`src/verilog/serial_port_control_pkg.sv`:
```
/*
  constants shared by the serial port control block: register map, field
  positions, reset values and clock-source codes.
  assumes a 32-bit avalon-mm word-addressed view with byte addresses.
*/
package serial_port_control_pkg;

  // register byte addresses
  localparam logic [4:0] LINE_CONTROL_ADDR = 5'h00;
  localparam logic [4:0] LINE_FORMAT_ADDR  = 5'h04;
  localparam logic [4:0] EVENT_STATUS_ADDR = 5'h08;
  localparam logic [4:0] EVENT_CLEAR_ADDR  = 5'h0c;
  localparam logic [4:0] EVENT_ENABLE_ADDR = 5'h10;

  // line_control_word fields
  localparam int TX_EMPTY_IRQ_ON_BIT = 7;
  localparam int RX_IRQ_ON_BIT       = 6;
  localparam int TX_ON_BIT           = 5;
  localparam int RX_ON_BIT           = 4;
  localparam int ADDR_WAIT_ON_BIT    = 3;
  localparam int TX_DONE_IRQ_ON_BIT  = 2;
  localparam int CLK_SRC_HI_BIT      = 1;
  localparam int CLK_SRC_LO_BIT      = 0;
  localparam logic [7:0] LINE_CONTROL_RESET = 8'h00;

  // line_format_word fields
  localparam int SYNC_MODE_BIT     = 7;
  localparam int MULTI_DROP_ON_BIT = 2;
  localparam logic [7:0] LINE_FORMAT_RESET = 8'h00;

  // event status / clear / enable layout
  localparam int EV_TX_EMPTY  = 0;
  localparam int EV_RX_FULL   = 1;
  localparam int EV_FRAME_ERR = 2;
  localparam int EV_OVERRUN   = 3;
  localparam int EV_TX_DONE   = 4;
  localparam int EV_WIDTH     = 5;
  localparam logic [4:0] EVENT_RESET = 5'h00;

  // clock-source codes
  localparam logic [1:0] CLK_INTERNAL     = 2'b00;
  localparam logic [1:0] CLK_INTERNAL_OUT = 2'b01;
  localparam logic [1:0] CLK_EXTERNAL     = 2'b10;

  // internal tick runs at 16x the bit rate
  localparam int TICKS_PER_BIT = 16;
  localparam logic [3:0] HALF_BIT_TICKS = 4'h7;

endpackage : serial_port_control_pkg
```
`src/verilog/clock_source_if.sv`:
```
/*
  carrier between the control block and the clock source selector.
  assumes both ends run on the same system clock.
*/
`timescale 1ns/100ps
`default_nettype none
interface clock_source_if;
  logic       sync_mode;   // 1: clock-synchronous
  logic [1:0] src_code;    // clock-select code
  logic       bit_tick;    // pulse: shift core may advance one step
  logic       pin_out;     // driven level of the serial clock pin
  logic       pin_oe_n;    // low while the pin is driven

  modport control (output sync_mode, output src_code,
                   input bit_tick, input pin_out, input pin_oe_n);
  modport selector (input sync_mode, input src_code,
                    output bit_tick, output pin_out, output pin_oe_n);
endinterface : clock_source_if
`default_nettype wire

```
`src/verilog/clock_source_select.sv`:
```
/*
  picks the bit clock source: internal 16x baud tick or the serial clock
  pin, and drives the pin as a clock output where the code asks for it.
  assumes baud_tick is a one-cycle pulse on clock at 16x the bit rate.
*/
`timescale 1ns/100ps
`default_nettype none
module clock_source_select
  import serial_port_control_pkg::*;
(
  input  wire logic      clock,
  input  wire logic      rst,
  input  wire logic      baud_tick,
  input  wire logic      pin_in,
  clock_source_if.selector cs
);

  logic       pin_meta_ff;
  logic       pin_sync_ff;
  logic       pin_last_ff;
  logic [3:0] half_cnt_ff;
  logic       pin_level_ff;
  logic       tick_ff;
  logic       oe_n_ff;
  logic       ext_sel;
  logic       drive_sel;

  // external source only for code 10; drive pin for async 01 or sync 00
  assign ext_sel   = (cs.src_code == CLK_EXTERNAL);
  assign drive_sel = cs.sync_mode ? (cs.src_code == CLK_INTERNAL)
                                  : (cs.src_code == CLK_INTERNAL_OUT);

  // two-flop synchroniser for the pin, then edge history
  // history resets to the idle-high pin level, so no false edge after reset
  always_ff @(posedge clock or posedge rst)
  begin
    if (rst)
    begin
      pin_meta_ff <= 1'b1;
      pin_sync_ff <= 1'b1;
      pin_last_ff <= 1'b1;
    end
    else
    begin
      pin_meta_ff <= pin_in;
      pin_sync_ff <= pin_meta_ff;
      pin_last_ff <= pin_sync_ff;
    end
  end

  // bit-rate clock made from the 16x tick: toggle every half bit
  always_ff @(posedge clock or posedge rst)
  begin
    if (rst)
    begin
      half_cnt_ff  <= 4'h0;
      pin_level_ff <= 1'b1;
    end
    else if (baud_tick)
    begin
      if (half_cnt_ff == HALF_BIT_TICKS)
      begin
        half_cnt_ff  <= 4'h0;
        pin_level_ff <= ~pin_level_ff;
      end
      else
        half_cnt_ff <= half_cnt_ff + 4'h1;
    end
  end

  // selected tick; external pin counts on its rising edge
  always_ff @(posedge clock or posedge rst)
  begin
    if (rst)
    begin
      tick_ff <= 1'b0;
      oe_n_ff <= 1'b1;
    end
    else
    begin
      tick_ff <= ext_sel ? (pin_sync_ff & ~pin_last_ff) : baud_tick;
      oe_n_ff <= ~drive_sel;
    end
  end

  assign cs.bit_tick = tick_ff;
  assign cs.pin_out  = pin_level_ff;
  assign cs.pin_oe_n = oe_n_ff;

endmodule : clock_source_select
`default_nettype wire

```
`src/verilog/serial_port_control.sv`:
```
/*
  control word logic of the serial port: avalon-mm register slave, enables,
  interrupt gating, address-wait filtering and clock source selection.
  registers: control word, format word, sticky event status, write-one
  clear and event enable, each in the low byte of its 32-bit word.
  assumes the shift core sits on the same clock and gives one-cycle event
  pulses; the serial clock pin arrives asynchronously.
  assumes software keeps to the legal clock-select codes; reserved codes
  fall back to the internal tick with the pin left undriven.
*/
// Our own choices: the Avalon-MM register port and the address map.
`timescale 1ns/100ps
`default_nettype none
module serial_port_control
  import serial_port_control_pkg::*;
(
  input  wire logic        clock,
  input  wire logic        rst,
  // avalon-mm slave
  input  wire logic [4:0]  address,
  input  wire logic        read,
  input  wire logic        write,
  input  wire logic [31:0] writedata,
  input  wire logic [3:0]  byteenable,
  output logic      [31:0] readdata,
  output logic             waitrequest,
  // shift core events, same clock
  input  wire logic        baud_tick,
  input  wire logic        rx_char_done,
  input  wire logic        rx_mp_bit,
  input  wire logic        rx_frame_bad,
  input  wire logic        rx_overrun,
  input  wire logic        tx_data_empty,
  input  wire logic        tx_char_end,
  // controls toward the shift core
  output logic             tx_run,
  output logic             rx_run,
  output logic             rx_accept,
  output logic             bit_tick,
  // interrupt requests
  output logic             tx_empty_irq,
  output logic             rx_full_irq,
  output logic             rx_err_irq,
  output logic             tx_done_irq,
  output logic             irq,
  // serial clock pin
  input  wire logic        serial_clk_pin_in,
  output logic             serial_clk_pin_out,
  output logic             serial_clk_pin_oe_n
);

  clock_source_if cs ();

  logic [7:0]          line_control_word_ff;
  logic [7:0]          line_format_word_ff;
  logic [EV_WIDTH-1:0] event_status_ff;
  logic [EV_WIDTH-1:0] event_enable_ff;
  logic [31:0]         readdata_ff;
  logic                waitrequest_ff;
  logic                rx_accept_ff;
  logic                tx_empty_req_ff;
  logic                rx_full_req_ff;
  logic                rx_err_req_ff;
  logic                tx_done_req_ff;
  logic                irq_ff;
  logic                wr_take;
  logic                rd_capture;
  logic                lane0;
  logic                wr_control;
  logic                wr_format;
  logic                wr_clear;
  logic                wr_enable;
  logic                sync_mode;
  logic                filter_on;
  logic                rx_seen;
  logic                rx_kept;
  logic                wait_release;
  logic [EV_WIDTH-1:0] nxt_event_set;
  logic [EV_WIDTH-1:0] nxt_event_clr;
  logic [31:0]         nxt_readdata;
  logic [7:0]          nxt_line_control_word;

  // bus handshake: request answered one cycle after it is first seen
  assign wr_take    = write & ~waitrequest_ff;
  assign rd_capture = read & waitrequest_ff; // read data latched in the wait cycle
  assign lane0      = byteenable[0];

  // write strobes per register; a write without the low lane is ignored
  assign wr_control = wr_take & lane0 & (address == LINE_CONTROL_ADDR);
  assign wr_format  = wr_take & lane0 & (address == LINE_FORMAT_ADDR);
  assign wr_clear   = wr_take & lane0 & (address == EVENT_CLEAR_ADDR);
  assign wr_enable  = wr_take & lane0 & (address == EVENT_ENABLE_ADDR);

  // wait state: high at idle, low for one cycle per request
  always_ff @(posedge clock or posedge rst)
  begin
    if (rst)
      waitrequest_ff <= 1'b1;
    else
      waitrequest_ff <= ~((read | write) & waitrequest_ff);
  end

  // mode decode and address-wait qualification
  assign sync_mode = line_format_word_ff[SYNC_MODE_BIT];
  assign filter_on = line_control_word_ff[ADDR_WAIT_ON_BIT]
                   & line_format_word_ff[MULTI_DROP_ON_BIT]
                   & ~sync_mode;

  // receive qualification: enable first, then the address-wait filter
  assign rx_seen   = rx_char_done & line_control_word_ff[RX_ON_BIT];
  assign rx_kept   = rx_seen & (~filter_on | rx_mp_bit);
  assign wait_release = rx_seen & filter_on & rx_mp_bit;

  // next control word; hardware release of address wait beats a software write
  always_comb
  begin
    nxt_line_control_word = line_control_word_ff;
    if (wr_control)
      nxt_line_control_word = writedata[7:0];
    if (wait_release)
      nxt_line_control_word[ADDR_WAIT_ON_BIT] = 1'b0;
  end

  // control word register
  always_ff @(posedge clock or posedge rst)
  begin
    if (rst)
      line_control_word_ff <= LINE_CONTROL_RESET;
    else
      line_control_word_ff <= nxt_line_control_word;
  end

  // format word: mode and multi-drop selection
  always_ff @(posedge clock or posedge rst)
  begin
    if (rst)
      line_format_word_ff <= LINE_FORMAT_RESET;
    else if (wr_format)
      line_format_word_ff <= writedata[7:0];
  end

  // event sources; receive flags only for kept characters
  always_comb
  begin
    nxt_event_set               = '0;
    nxt_event_set[EV_TX_EMPTY]  = tx_data_empty & line_control_word_ff[TX_ON_BIT];
    nxt_event_set[EV_RX_FULL]   = rx_kept & ~rx_frame_bad & ~rx_overrun;
    nxt_event_set[EV_FRAME_ERR] = rx_kept & rx_frame_bad;
    nxt_event_set[EV_OVERRUN]   = rx_kept & rx_overrun;
    nxt_event_set[EV_TX_DONE]   = tx_char_end & line_control_word_ff[TX_ON_BIT];
  end

  // write-one-to-clear mask for the status register
  assign nxt_event_clr = wr_clear ? writedata[EV_WIDTH-1:0]
                                  : '0;

  // sticky status: a set in the clearing cycle wins
  always_ff @(posedge clock or posedge rst)
  begin
    if (rst)
      event_status_ff <= EVENT_RESET;
    else
      event_status_ff <= (event_status_ff & ~nxt_event_clr) | nxt_event_set;
  end

  // interrupt enable register
  always_ff @(posedge clock or posedge rst)
  begin
    if (rst)
      event_enable_ff <= EVENT_RESET;
    else if (wr_enable)
      event_enable_ff <= writedata[EV_WIDTH-1:0];
  end

  // read mux; unmapped and write-only addresses read zero
  always_comb
  begin
    nxt_readdata = 32'h0000_0000;
    unique case (address)
      LINE_CONTROL_ADDR: nxt_readdata[7:0] = line_control_word_ff;
      LINE_FORMAT_ADDR:  nxt_readdata[7:0] = line_format_word_ff;
      EVENT_STATUS_ADDR: nxt_readdata[EV_WIDTH-1:0] = event_status_ff;
      EVENT_ENABLE_ADDR: nxt_readdata[EV_WIDTH-1:0] = event_enable_ff;
      default:           nxt_readdata = 32'h0000_0000;
    endcase
  end

  // read data captured while waiting, stands at the answer edge
  always_ff @(posedge clock or posedge rst)
  begin
    if (rst)
      readdata_ff <= 32'h0000_0000;
    else if (rd_capture)
      readdata_ff <= nxt_readdata;
  end

  // transmit-empty request follows its status bit while enabled
  always_ff @(posedge clock or posedge rst)
  begin
    if (rst)
      tx_empty_req_ff <= 1'b0;
    else
      tx_empty_req_ff <= line_control_word_ff[TX_EMPTY_IRQ_ON_BIT]
                       & event_status_ff[EV_TX_EMPTY];
  end

  // receive-full request shares its enable with the error request
  always_ff @(posedge clock or posedge rst)
  begin
    if (rst)
      rx_full_req_ff <= 1'b0;
    else
      rx_full_req_ff <= line_control_word_ff[RX_IRQ_ON_BIT]
                      & event_status_ff[EV_RX_FULL];
  end

  // receive-error request covers framing and overrun
  always_ff @(posedge clock or posedge rst)
  begin
    if (rst)
      rx_err_req_ff <= 1'b0;
    else
      rx_err_req_ff <= line_control_word_ff[RX_IRQ_ON_BIT]
                     & (event_status_ff[EV_FRAME_ERR]
                        | event_status_ff[EV_OVERRUN]);
  end

  // transmit-end request
  always_ff @(posedge clock or posedge rst)
  begin
    if (rst)
      tx_done_req_ff <= 1'b0;
    else
      tx_done_req_ff <= line_control_word_ff[TX_DONE_IRQ_ON_BIT]
                      & event_status_ff[EV_TX_DONE];
  end

  // summary interrupt: high while any enabled status bit is set
  always_ff @(posedge clock or posedge rst)
  begin
    if (rst)
      irq_ff <= 1'b0;
    else
      irq_ff <= |(event_status_ff & event_enable_ff);
  end

  // one-cycle pulse for each character that passes the filter
  always_ff @(posedge clock or posedge rst)
  begin
    if (rst)
      rx_accept_ff <= 1'b0;
    else
      rx_accept_ff <= rx_kept;
  end

  // clock source selection; reserved codes fall back to internal, undriven
  assign cs.sync_mode = sync_mode;
  assign cs.src_code  = {line_control_word_ff[CLK_SRC_HI_BIT],
                         line_control_word_ff[CLK_SRC_LO_BIT]};

  // selector: pin synchroniser, bit-rate clock and pin drive enable
  clock_source_select u_clock_source_select (
    .clock     (clock),
    .rst       (rst),
    .baud_tick (baud_tick),
    .pin_in    (serial_clk_pin_in),
    .cs        (cs.selector)
  );

  // bus side outputs
  assign readdata            = readdata_ff;
  assign waitrequest         = waitrequest_ff;
  // controls toward the shift core
  assign tx_run              = line_control_word_ff[TX_ON_BIT];
  assign rx_run              = line_control_word_ff[RX_ON_BIT];
  assign rx_accept           = rx_accept_ff;
  assign bit_tick            = cs.bit_tick;
  // interrupt requests
  assign tx_empty_irq        = tx_empty_req_ff;
  assign rx_full_irq         = rx_full_req_ff;
  assign rx_err_irq          = rx_err_req_ff;
  assign tx_done_irq         = tx_done_req_ff;
  assign irq                 = irq_ff;
  // serial clock pin
  assign serial_clk_pin_out  = cs.pin_out;
  assign serial_clk_pin_oe_n = cs.pin_oe_n;

endmodule : serial_port_control
`default_nettype wire

```
`config.mk`:
```
export PLATFORM = sky130hd
export DESIGN_NAME = serial_port_control
export DESIGN_NICKNAME = d
export VERILOG_FILES = /design/src/verilog/serial_port_control_pkg.sv /design/src/verilog/clock_source_if.sv /design/src/verilog/clock_source_select.sv /design/src/verilog/serial_port_control.sv
export SDC_FILE = /design/constraint.sdc
export NUM_CORES = 1
export LEC_CHECK = 0
export BUFFER_PORTS_ARGS = -buffer_cell sky130_fd_sc_hd__buf_2
export CORE_UTILIZATION = 31
export DETAILED_ROUTE_END_ITERATION = 12
export PLACE_DENSITY = 0.58
export SKIP_CTS_REPAIR_TIMING = 1
export SYNTH_ARGS = -nofsm -noshare
export SYNTH_HDL_FRONTEND = slang
export SYNTH_SLANG_ARGS = --single-unit
```
`constraint.sdc`:
```
create_clock -name clock -period 4.75 [get_ports clock]
set_clock_uncertainty 0.05 [all_clocks]
set_input_delay 0.2375 -clock clock [delete_from_list [all_inputs] [get_ports clock]]
set_output_delay 0.2375 -clock clock [all_outputs]
set_load 0.05 [all_outputs]
```
After elaboration in Yosys (flattened, before gate mapping)

Cells that the tools add are included.

Register bits: 51
Input bits: 53
Output and inout port bits: 44
Logic and storage cells: 82

$add $sub $neg: 1
Eq/ne operators: 7
Muxes and demuxes: 8
Bitwise logic cells: 41
Reduce and logical (&&, ||, !) cells: 5

Operator list:

| kind                                                | number |
|---|---|
| AND 1 bit                                           | 25 |
| case mux 5 bit (4 select lines)                     | 1 |
| AND 5 bit                                           | 2 |
| equality test 5 x 4 -> 1 bit, second input constant | 2 |
| NOT 1 bit                                           | 9 |
| two-way mux 4 bit                                   | 2 |
| case mux 3 bit (2 select lines)                     | 1 |
| equality test 5 x 3 -> 1 bit, second input constant | 1 |
| equality test 5 bit, second input constant          | 1 |
| logical NOT 5 bit                                   | 1 |
| two-way mux 5 bit                                   | 1 |
| NOT 5 bit                                           | 1 |
| bitwise OR 5 bit                                    | 1 |
| OR reduction 5 bit                                  | 1 |
| adder 4 x 1 -> 4 bit, second input constant         | 1 |
| equality test 4 x 3 -> 1 bit, second input constant | 1 |
| two-way mux 1 bit                                   | 3 |
| bitwise OR 1 bit                                    | 3 |
| equality test 2 x 1 -> 1 bit, second input constant | 1 |
| equality test 2 bit, second input constant          | 1 |
| logical NOT 2 bit                                   | 1 |
| AND reduction 2 bit                                 | 1 |
| nonzero test 2 bit                                  | 1 |

Longest topological paths before layout

Gate-level depths: netlist of run 1.

Depth after elaboration: 8
Mapped depth: 4
Mapped depth without buffers: 4

By module

A second synthesis of run 1 with hierarchy kept.

Cells, all modules: 198
Area total of the unflattened synthesis: 2533.7 µm²

Modules (own cells, without submodules):

| module              | instances | cells an instance | area an instance (µm²) |
|---|---|---|---|
| serial_port_control | 1         | 169               | 2123.3 |
| clock_source_select | 1         | 29                | 410.4 |

Least setup slack after synthesis of run 1

OpenSTA, ideal clock, no wires.

Kind: register -> register
Start: register waitrequest_ff (netlist: waitrequest)
End: register event_enable_ff[0]
Setup time: 0.125 ns
Arrival time: 1.592 ns
Setup slack: 2.983 ns
Stages on the path, launching flop included: 5
Buffers on the path: 1
Cells stage by stage: dfstp_2 -> and3b_1 -> buf_2 -> nand4b_1 -> mux2_2

Longest elaborated chain between the ends: 4

Ends and longest elaborated chain:

| item                   | RTL line                   | source |
|---|---|---|
| start, declared        | serial_port_control.sv:59  | `logic waitrequest_ff;` |
| start signal, assigned | serial_port_control.sv:100 | `waitrequest_ff <= ~((read \| write) & waitrequest_ff);` |
| NOT 1 bit              | serial_port_control.sv:84  | `assign wr_take = write & ~waitrequest_ff;` |
| AND 1 bit              | serial_port_control.sv:84  |  |
| AND 1 bit (2 in a row) | serial_port_control.sv:92  | `assign wr_enable = wr_take & lane0 & (address == EVENT_ENABLE_ADDR);` |
| end signal, assigned   | serial_port_control.sv:172 | `event_enable_ff <= writedata[EV_WIDTH-1:0];` |
| end, declared          | serial_port_control.sv:57  | `logic [EV_WIDTH-1:0] event_enable_ff;` |

No other way between the ends.
A chain may end at the register's enable or synchronous reset.

Worst setup path after layout of run 1

Start: register waitrequest_ff (netlist: waitrequest)
End: register event_enable_ff[1]

The elaborated chain is that of the path after synthesis.

==> results of run 1 <==
## report_power, final
part	switching [mW]	leakage [nW]	internal, mW	total (mW)
sequential	0.0547	0.659	0.502	0.556
combinational	0.162	0.700	0.0842	0.246
clock	0.139	0.0385	0.105	0.244
total	0.356	1.40	0.690	1.05
## final cells by class
| class | instances | area [µm²] |
|---|---|---|
| Tap cell | 102 | 128 |
| Fill cell | 772 | 4920 |
| Timing Repair Buffer | 46 | 235 |
| Inverter | 5 | 18.8 |
| Sequential cell | 51 | 1280 |
| Clock inverter | 1 | 7.51 |
| Multi-Input combinational cell | 141 | 1050 |
| Clock buffer | 7 | 76.3 |
## worst reg2reg max path: stages (launching register included)
cell and delay [ns]:
dfstp_2 0.39, and3b_1 0.47, nand4b_1 0.36, mux2_2 0.37
## logic make-up (layout without fill, tap and decap cells)
logic type | after synthesis | in the layout | share of synthesized area
compound gates | 38 | 38 | 0.110
xor+xnor | 3 | 3 | 0.0106
fa+ha+maj | 2 | 2 | 0.00911
buf+inv | 34 | 59 | 0.0891
flops | 51 | 51 | 0.519
mux | 29 | 29 | 0.131
other cells | 1 | 24 | 0.00152
simple gates | 45 | 45 | 0.130
## final timing paths
| check | start | end | cells past startpoint |
|---|---|---|---|
| worst max register to register | waitrequest | event_enable_ff[1] | 3 |
| max in group asynchronous | rst | line_format_word_ff[2] | 2 |
| worst min register to register | u_clock_source_select.pin_meta_ff | u_clock_source_select.pin_sync_ff | 0 |
| min in group asynchronous | rst | u_clock_source_select.half_cnt_ff[2] | 2 |
| worst min-delay path | write | waitrequest | 2 |
| worst max-delay path | waitrequest | event_enable_ff[1] | 3 |
## synthesized netlist by cell type, drive strengths merged, types with 3 or more instances
cell | count | share of area
a21oi | 5 | 0.010
a22o | 5 | 0.018
a22oi | 6 | 0.018
a2bb2oi | 5 | 0.018
and2 | 4 | 0.010
and3b | 11 | 0.039
buf | 26 | 0.077
clkbuf | 3 | 0.0046
dfrtp | 45 | 0.46
dfstp | 6 | 0.064
inv | 5 | 0.0076
mux2 | 26 | 0.12
mux2i | 3 | 0.012
nand2 | 7 | 0.011
nand4 | 7 | 0.018
nor3 | 3 | 0.0061
o21ai | 8 | 0.016
o31ai | 3 | 0.0091
## routing by layer
layer | GRT usage | wire, µm | up-vias | part of all wire
li1 | - | - | 789 | -
met1 | 0.188 | 2540 | 811 | 0.48
met4 | 0.0542 | 142 | 0 | 0.027
met5 | 0 | 0 | - | 0
met3 | 0.0352 | 281 | 10 | 0.054
met2 | 0.193 | 2280 | 60 | 0.43
## stage by stage
| stage | power, mW | cells | setup slack, ns | area [µm²] |
|---|---|---|---|---|
| global route | 1.10 | 353 | 2.90 | 2800 |
| finish | 1.05 | 353 | 3.00 | 2800 |
| CTS | 1.06 | 352 | 3.01 | 2790 |
| global placement | 0.808 | 344 | 2.87 | 2710 |
| detailed placement | 0.811 | 344 | 2.87 | 2710 |
| floorplan | 0.760 | 226 | 2.98 | 2560 |
## sequential cells by signal, summed over array words and instances (netlist names), 4 cells and up
register,flops
u_clock_source_select.half_cnt_ff,4
event_status_ff,5
line_format_word_ff,8
event_enable_ff,5
readdata,8
line_control_word_ff,8
==> impl_metrics.py, run 1 <==
metrics = {
    "synthesis": {
        "yosys_warnings": 0,
        "ys_ff_latch": 51,
        "ys_seq_area_frac": 0.519,
        "ys_types": 41,
        "synthArstFlopShare": 1.00,
        "postSynthAreaPerCell_um2": 12.2,
        "synth-edff-count": 0,
        "synthFlopType": "dfrtp_1",
        "netlist_area_mm2": 0.00247,
        "syn_inst": 203,
    },
    "route": {
        "drc": 0,
        "routed_via_density": 4.73,
        "routedWlPerCell_um": 14.9,
        "drtIter0Drc": 85,
        "dr.pass1.iters": 4,
        "routed-via-count": 1670,
        "ant_nets": 0,
        "drt_wl_total_um": 5250,
    },
    "setup_path": {
        "worstSetupPathType": "flop to flop",
        "cpMaxStageDelayCell": "and3b_1",
        "end_kind": "flop",
        "cp_num_buf_inv": 0,
        "cp.arrival_ns": 1.90,
        "worst_ep_required_time_ns": 4.90,
        "cp_slowest_stage_delay_ns": 0.47,
        "cp_top_family": "simple AND/OR/NAND/NOR gates",
        "worstSetupStartpointType": "flop",
        "cp_max_fo": 9,
        "r2r_slack_ns": 3.00,
        "cp_cell_sequence": "and3b_1 > nand4b_1 > mux2_2",
    },
    "clock_tree": {
        "ctsLongestPathBuffers": 2,
        "cts_root_buffer": "clkbuf_8",
        "cts_tree": "done",
        "cts_buffers": 5,
        "clk_latency_ns": 0.30,
        "clock-sinks": 51,
        "cts.htree.levels": 2,
        "clk_pin_slew_ns": 0.09,
    },
    "timing": {
        "tightest_slew_ns": 1.06,
        "min_period_ns": 1.75,
        "relSlewSlack": 0.294,
        "rsz0062_at_grt": "false",
        "report.final.setup_viol": 0,
        "hold-worst-slack_ns": 0.0601,
        "drv_slew": 0,
        "fin_tns_setup_ns": 0,
        "finalCritPeriodShare": 0.368,
        "fmax_mhz": 572,
        "finalHoldViolCount": 0,
    },
    "floorplan": {
        "die_h_um": 91.3,
        "ios": 97,
        "start_util": 0.320,
        "core_area_mm2": 0.00773,
        "die_area_mm2": 0.00833,
        "std_cell_rows": 32,
        "die_w_um": 91.3,
    },
    "power": {
        "vdd_ir_drop_max_mv": 0.124,
        "power_density_mw_per_mm2": 373,
        "power_leakage_nw": 1.40,
    },
    "run_status": {
        "status": "complete, no violations",
    },
    "global_route": {
        "grt_max_degree": 52,
        "grt_pass1_wl_um": 8390,
        "grt_pass1_vias": 1586,
        "antenna_found_initial": 0,
        "grt_util_all_layers": 0.133,
        "grt-ovfl-total": 0,
    },
    "layout": {
        "synthToLayoutAreaGrowth_pct": 13.4,
        "final_util": 0.363,
        "nNetsFinal": 304,
        "drive_gt1_frac": 0.347,
        "insertedDiodeCount": 0,
        "final_cell_mix": "45 x dfrtp_1, 45 x buf_2, 26 x mux2_2, 24 x conb_1, 11 x and3b_1",
    },
    "placed_design": {
        "hpwl_um": 3850,
        "place_congestion": 0.752,
        "port_buffers": 45,
    },
    "run": {
        "maxCapViolCount": 0,
    },
    "min_path": {
        "min_path_type": "input pin to flop",
    },
}
Power figures use the tool's default switching activity.
==> run 2: changes to the inputs <==
PLACE_DENSITY = 0.6   (was 0.58)
clock period = 1.4 ns   (was 4.75 ns; I/O delays follow)
==> impl_metrics.py, run 2 (synthesized netlist as in run 1, its figures left out) <==
metrics = {
    "power": {
        "vdd_ir_drop_max_mv": 0.394,
        "power_leakage_nw": 1.65,
        "power_density_mw_per_mm2": 1170,
    },
    "floorplan": {
        "die_area_mm2": 0.00833,
        "start_util": 0.320,
        "die_w_um": 91.3,
        "die_h_um": 91.3,
        "ios": 97,
        "std_cell_rows": 32,
        "core_area_mm2": 0.00773,
    },
    "setup_path": {
        "worst_ep_required_time_ns": 1.55,
        "r2r_cells": 4,
        "cp.arrival_ns": 1.70,
        "cp_slowest_stage_delay_ns": 0.54,
        "worstSetupStartpointType": "flop",
        "cpMaxStageDelayCell": "dfstp_2",
        "cp_max_fo": 5,
        "r2r_slack_ns": -0.16,
        "cp_cell_sequence": "and3b_2 > nand4b_1 > buf_4 > mux2_4",
        "worstSetupPathType": "flop to flop",
        "end_kind": "flop",
    },
    "global_route": {
        "grt_max_degree": 52,
        "grt-ovfl-total": 0,
        "grt_pass1_vias": 1702,
        "grt_util_all_layers": 0.141,
        "grt_pass1_wl_um": 8980,
        "antenna_found_initial": 0,
    },
    "timing": {
        "report.final.setup_viol": 20,
        "fin_tns_setup_ns": -1.95,
        "drv_slew": 0,
        "finalCritPeriodShare": 1.11,
        "hold-worst-slack_ns": -0.0175,
        "finalHoldViolCount": 1,
        "min_period_ns": 1.56,
        "fmax_mhz": 642,
        "rsz0062_at_grt": "true",
        "worst_slack_ns": -0.157,
    },
    "placed_design": {
        "placedCellCount": 356,
        "hpwl_um": 4090,
        "place_congestion": 0.802,
        "port_buffers": 45,
    },
    "route": {
        "routed_via_density": 4.71,
        "routedWlPerCell_um": 15.2,
        "ant_nets": 0,
        "drt_wl_total_um": 5750,
        "drtIter0Drc": 69,
        "dr.pass1.iters": 4,
        "routed-via-count": 1780,
        "drc": 0,
    },
    "run": {
        "maxCapViolCount": 0,
    },
    "layout": {
        "nNetsFinal": 329,
        "layout_commonest_cell": "dfrtp_1",
        "final_cell_mix": "45 x dfrtp_1, 44 x buf_2, 24 x conb_1, 20 x mux2_4, 12 x buf_4",
        "insertedDiodeCount": 0,
        "drive_gt1_frac": 0.402,
        "nFillCells": 738,
        "synthToLayoutAreaGrowth_pct": 29.6,
        "stdcell_count": 378,
    },
    "clock_tree": {
        "cts_root_buffer": "clkbuf_8",
        "clk_latency_ns": 0.30,
        "cts_tree": "done",
        "cts.htree.levels": 2,
        "cts_buffers": 5,
        "ctsLongestPathBuffers": 2,
        "clock-sinks": 51,
        "clk_pin_slew_ns": 0.09,
    },
    "run_status": {
        "status": "finished, violations left",
        "violations": "negative hold slack, negative setup slack",
    },
    "min_path": {
        "min_path_type": "input pin to flop",
        "hold_path_depth": 2,
    },
}
run 2: cell types whose count changed in the layout (fill, tap and decap cells not counted), sizes merged:
cell and delta:
clkbuf +2, clkinv +1, clkinvlp -1, buf +13, dlygate4sd3 +10
run 2: area by class of cell:
class,count,area (µm²),area share
Clock inverter,1,8.76,0.00273
Inverter,5,18.8,0.00586
Sequential cell,51,1280,0.401
Multi-Input combinational cell,141,1180,0.370
Timing Repair Buffer,71,493,0.154
Tap cell,102,128,0.0398
Clock buffer,7,86.3,0.0270
run 2: final timing paths:
kind                                                   endpoint                               from
min reg2reg                   u_clock_source_select.pin_sync_ff  u_clock_source_select.pin_meta_ff
max reg2reg                                  event_enable_ff[4]                        waitrequest
min in group asynchronous  u_clock_source_select.half_cnt_ff[0]                                rst
max                                          event_enable_ff[4]                        waitrequest
min                        u_clock_source_select.half_cnt_ff[0]                          baud_tick
max in group asynchronous     u_clock_source_select.pin_meta_ff                                rst
run 2: metal layers:
layer / up-vias / routed length, µm / global-route usage
met4: 0 / 119 / 0.0437
met5: - / 0 / 0
met2: 56 / 2840 / 0.232
li1: 842 / - / -
met3: 12 / 218 / 0.0293
met1: 870 / 2580 / 0.185
run 2: worst max-delay path: cells and delay by family (launching register included):
family | cells | cell delay, ns
buf+inv | 1 | 0.15
mux | 1 | 0.30
flops | 1 | 0.54
simple gates | 2 | 0.40
run 2: where the power goes:
part / switching [mW] / internal, mW / total [mW]
clock network: 0.487 / 0.406 / 0.893
logic: 0.586 / 0.385 / 0.970
registers: 0.178 / 1.70 / 1.88
total: 1.25 / 2.49 / 3.74
run 2: metrics by stage:
step	setup WS (ns)	power (mW)	hold slack, ns	utilization	instance area, µm²
global placement	-0.137	2.79	0.0851	0.371	2870
finish	-0.157	3.74	-0.0175	0.415	3200
global route	-0.183	3.93	0.00993	0.415	3200
floorplan	-0.349	2.59	0.0245	-	2610
CTS	-0.207	3.71	-0.247	0.383	2960
detailed placement	-0.186	2.81	0.0851	0.371	2870
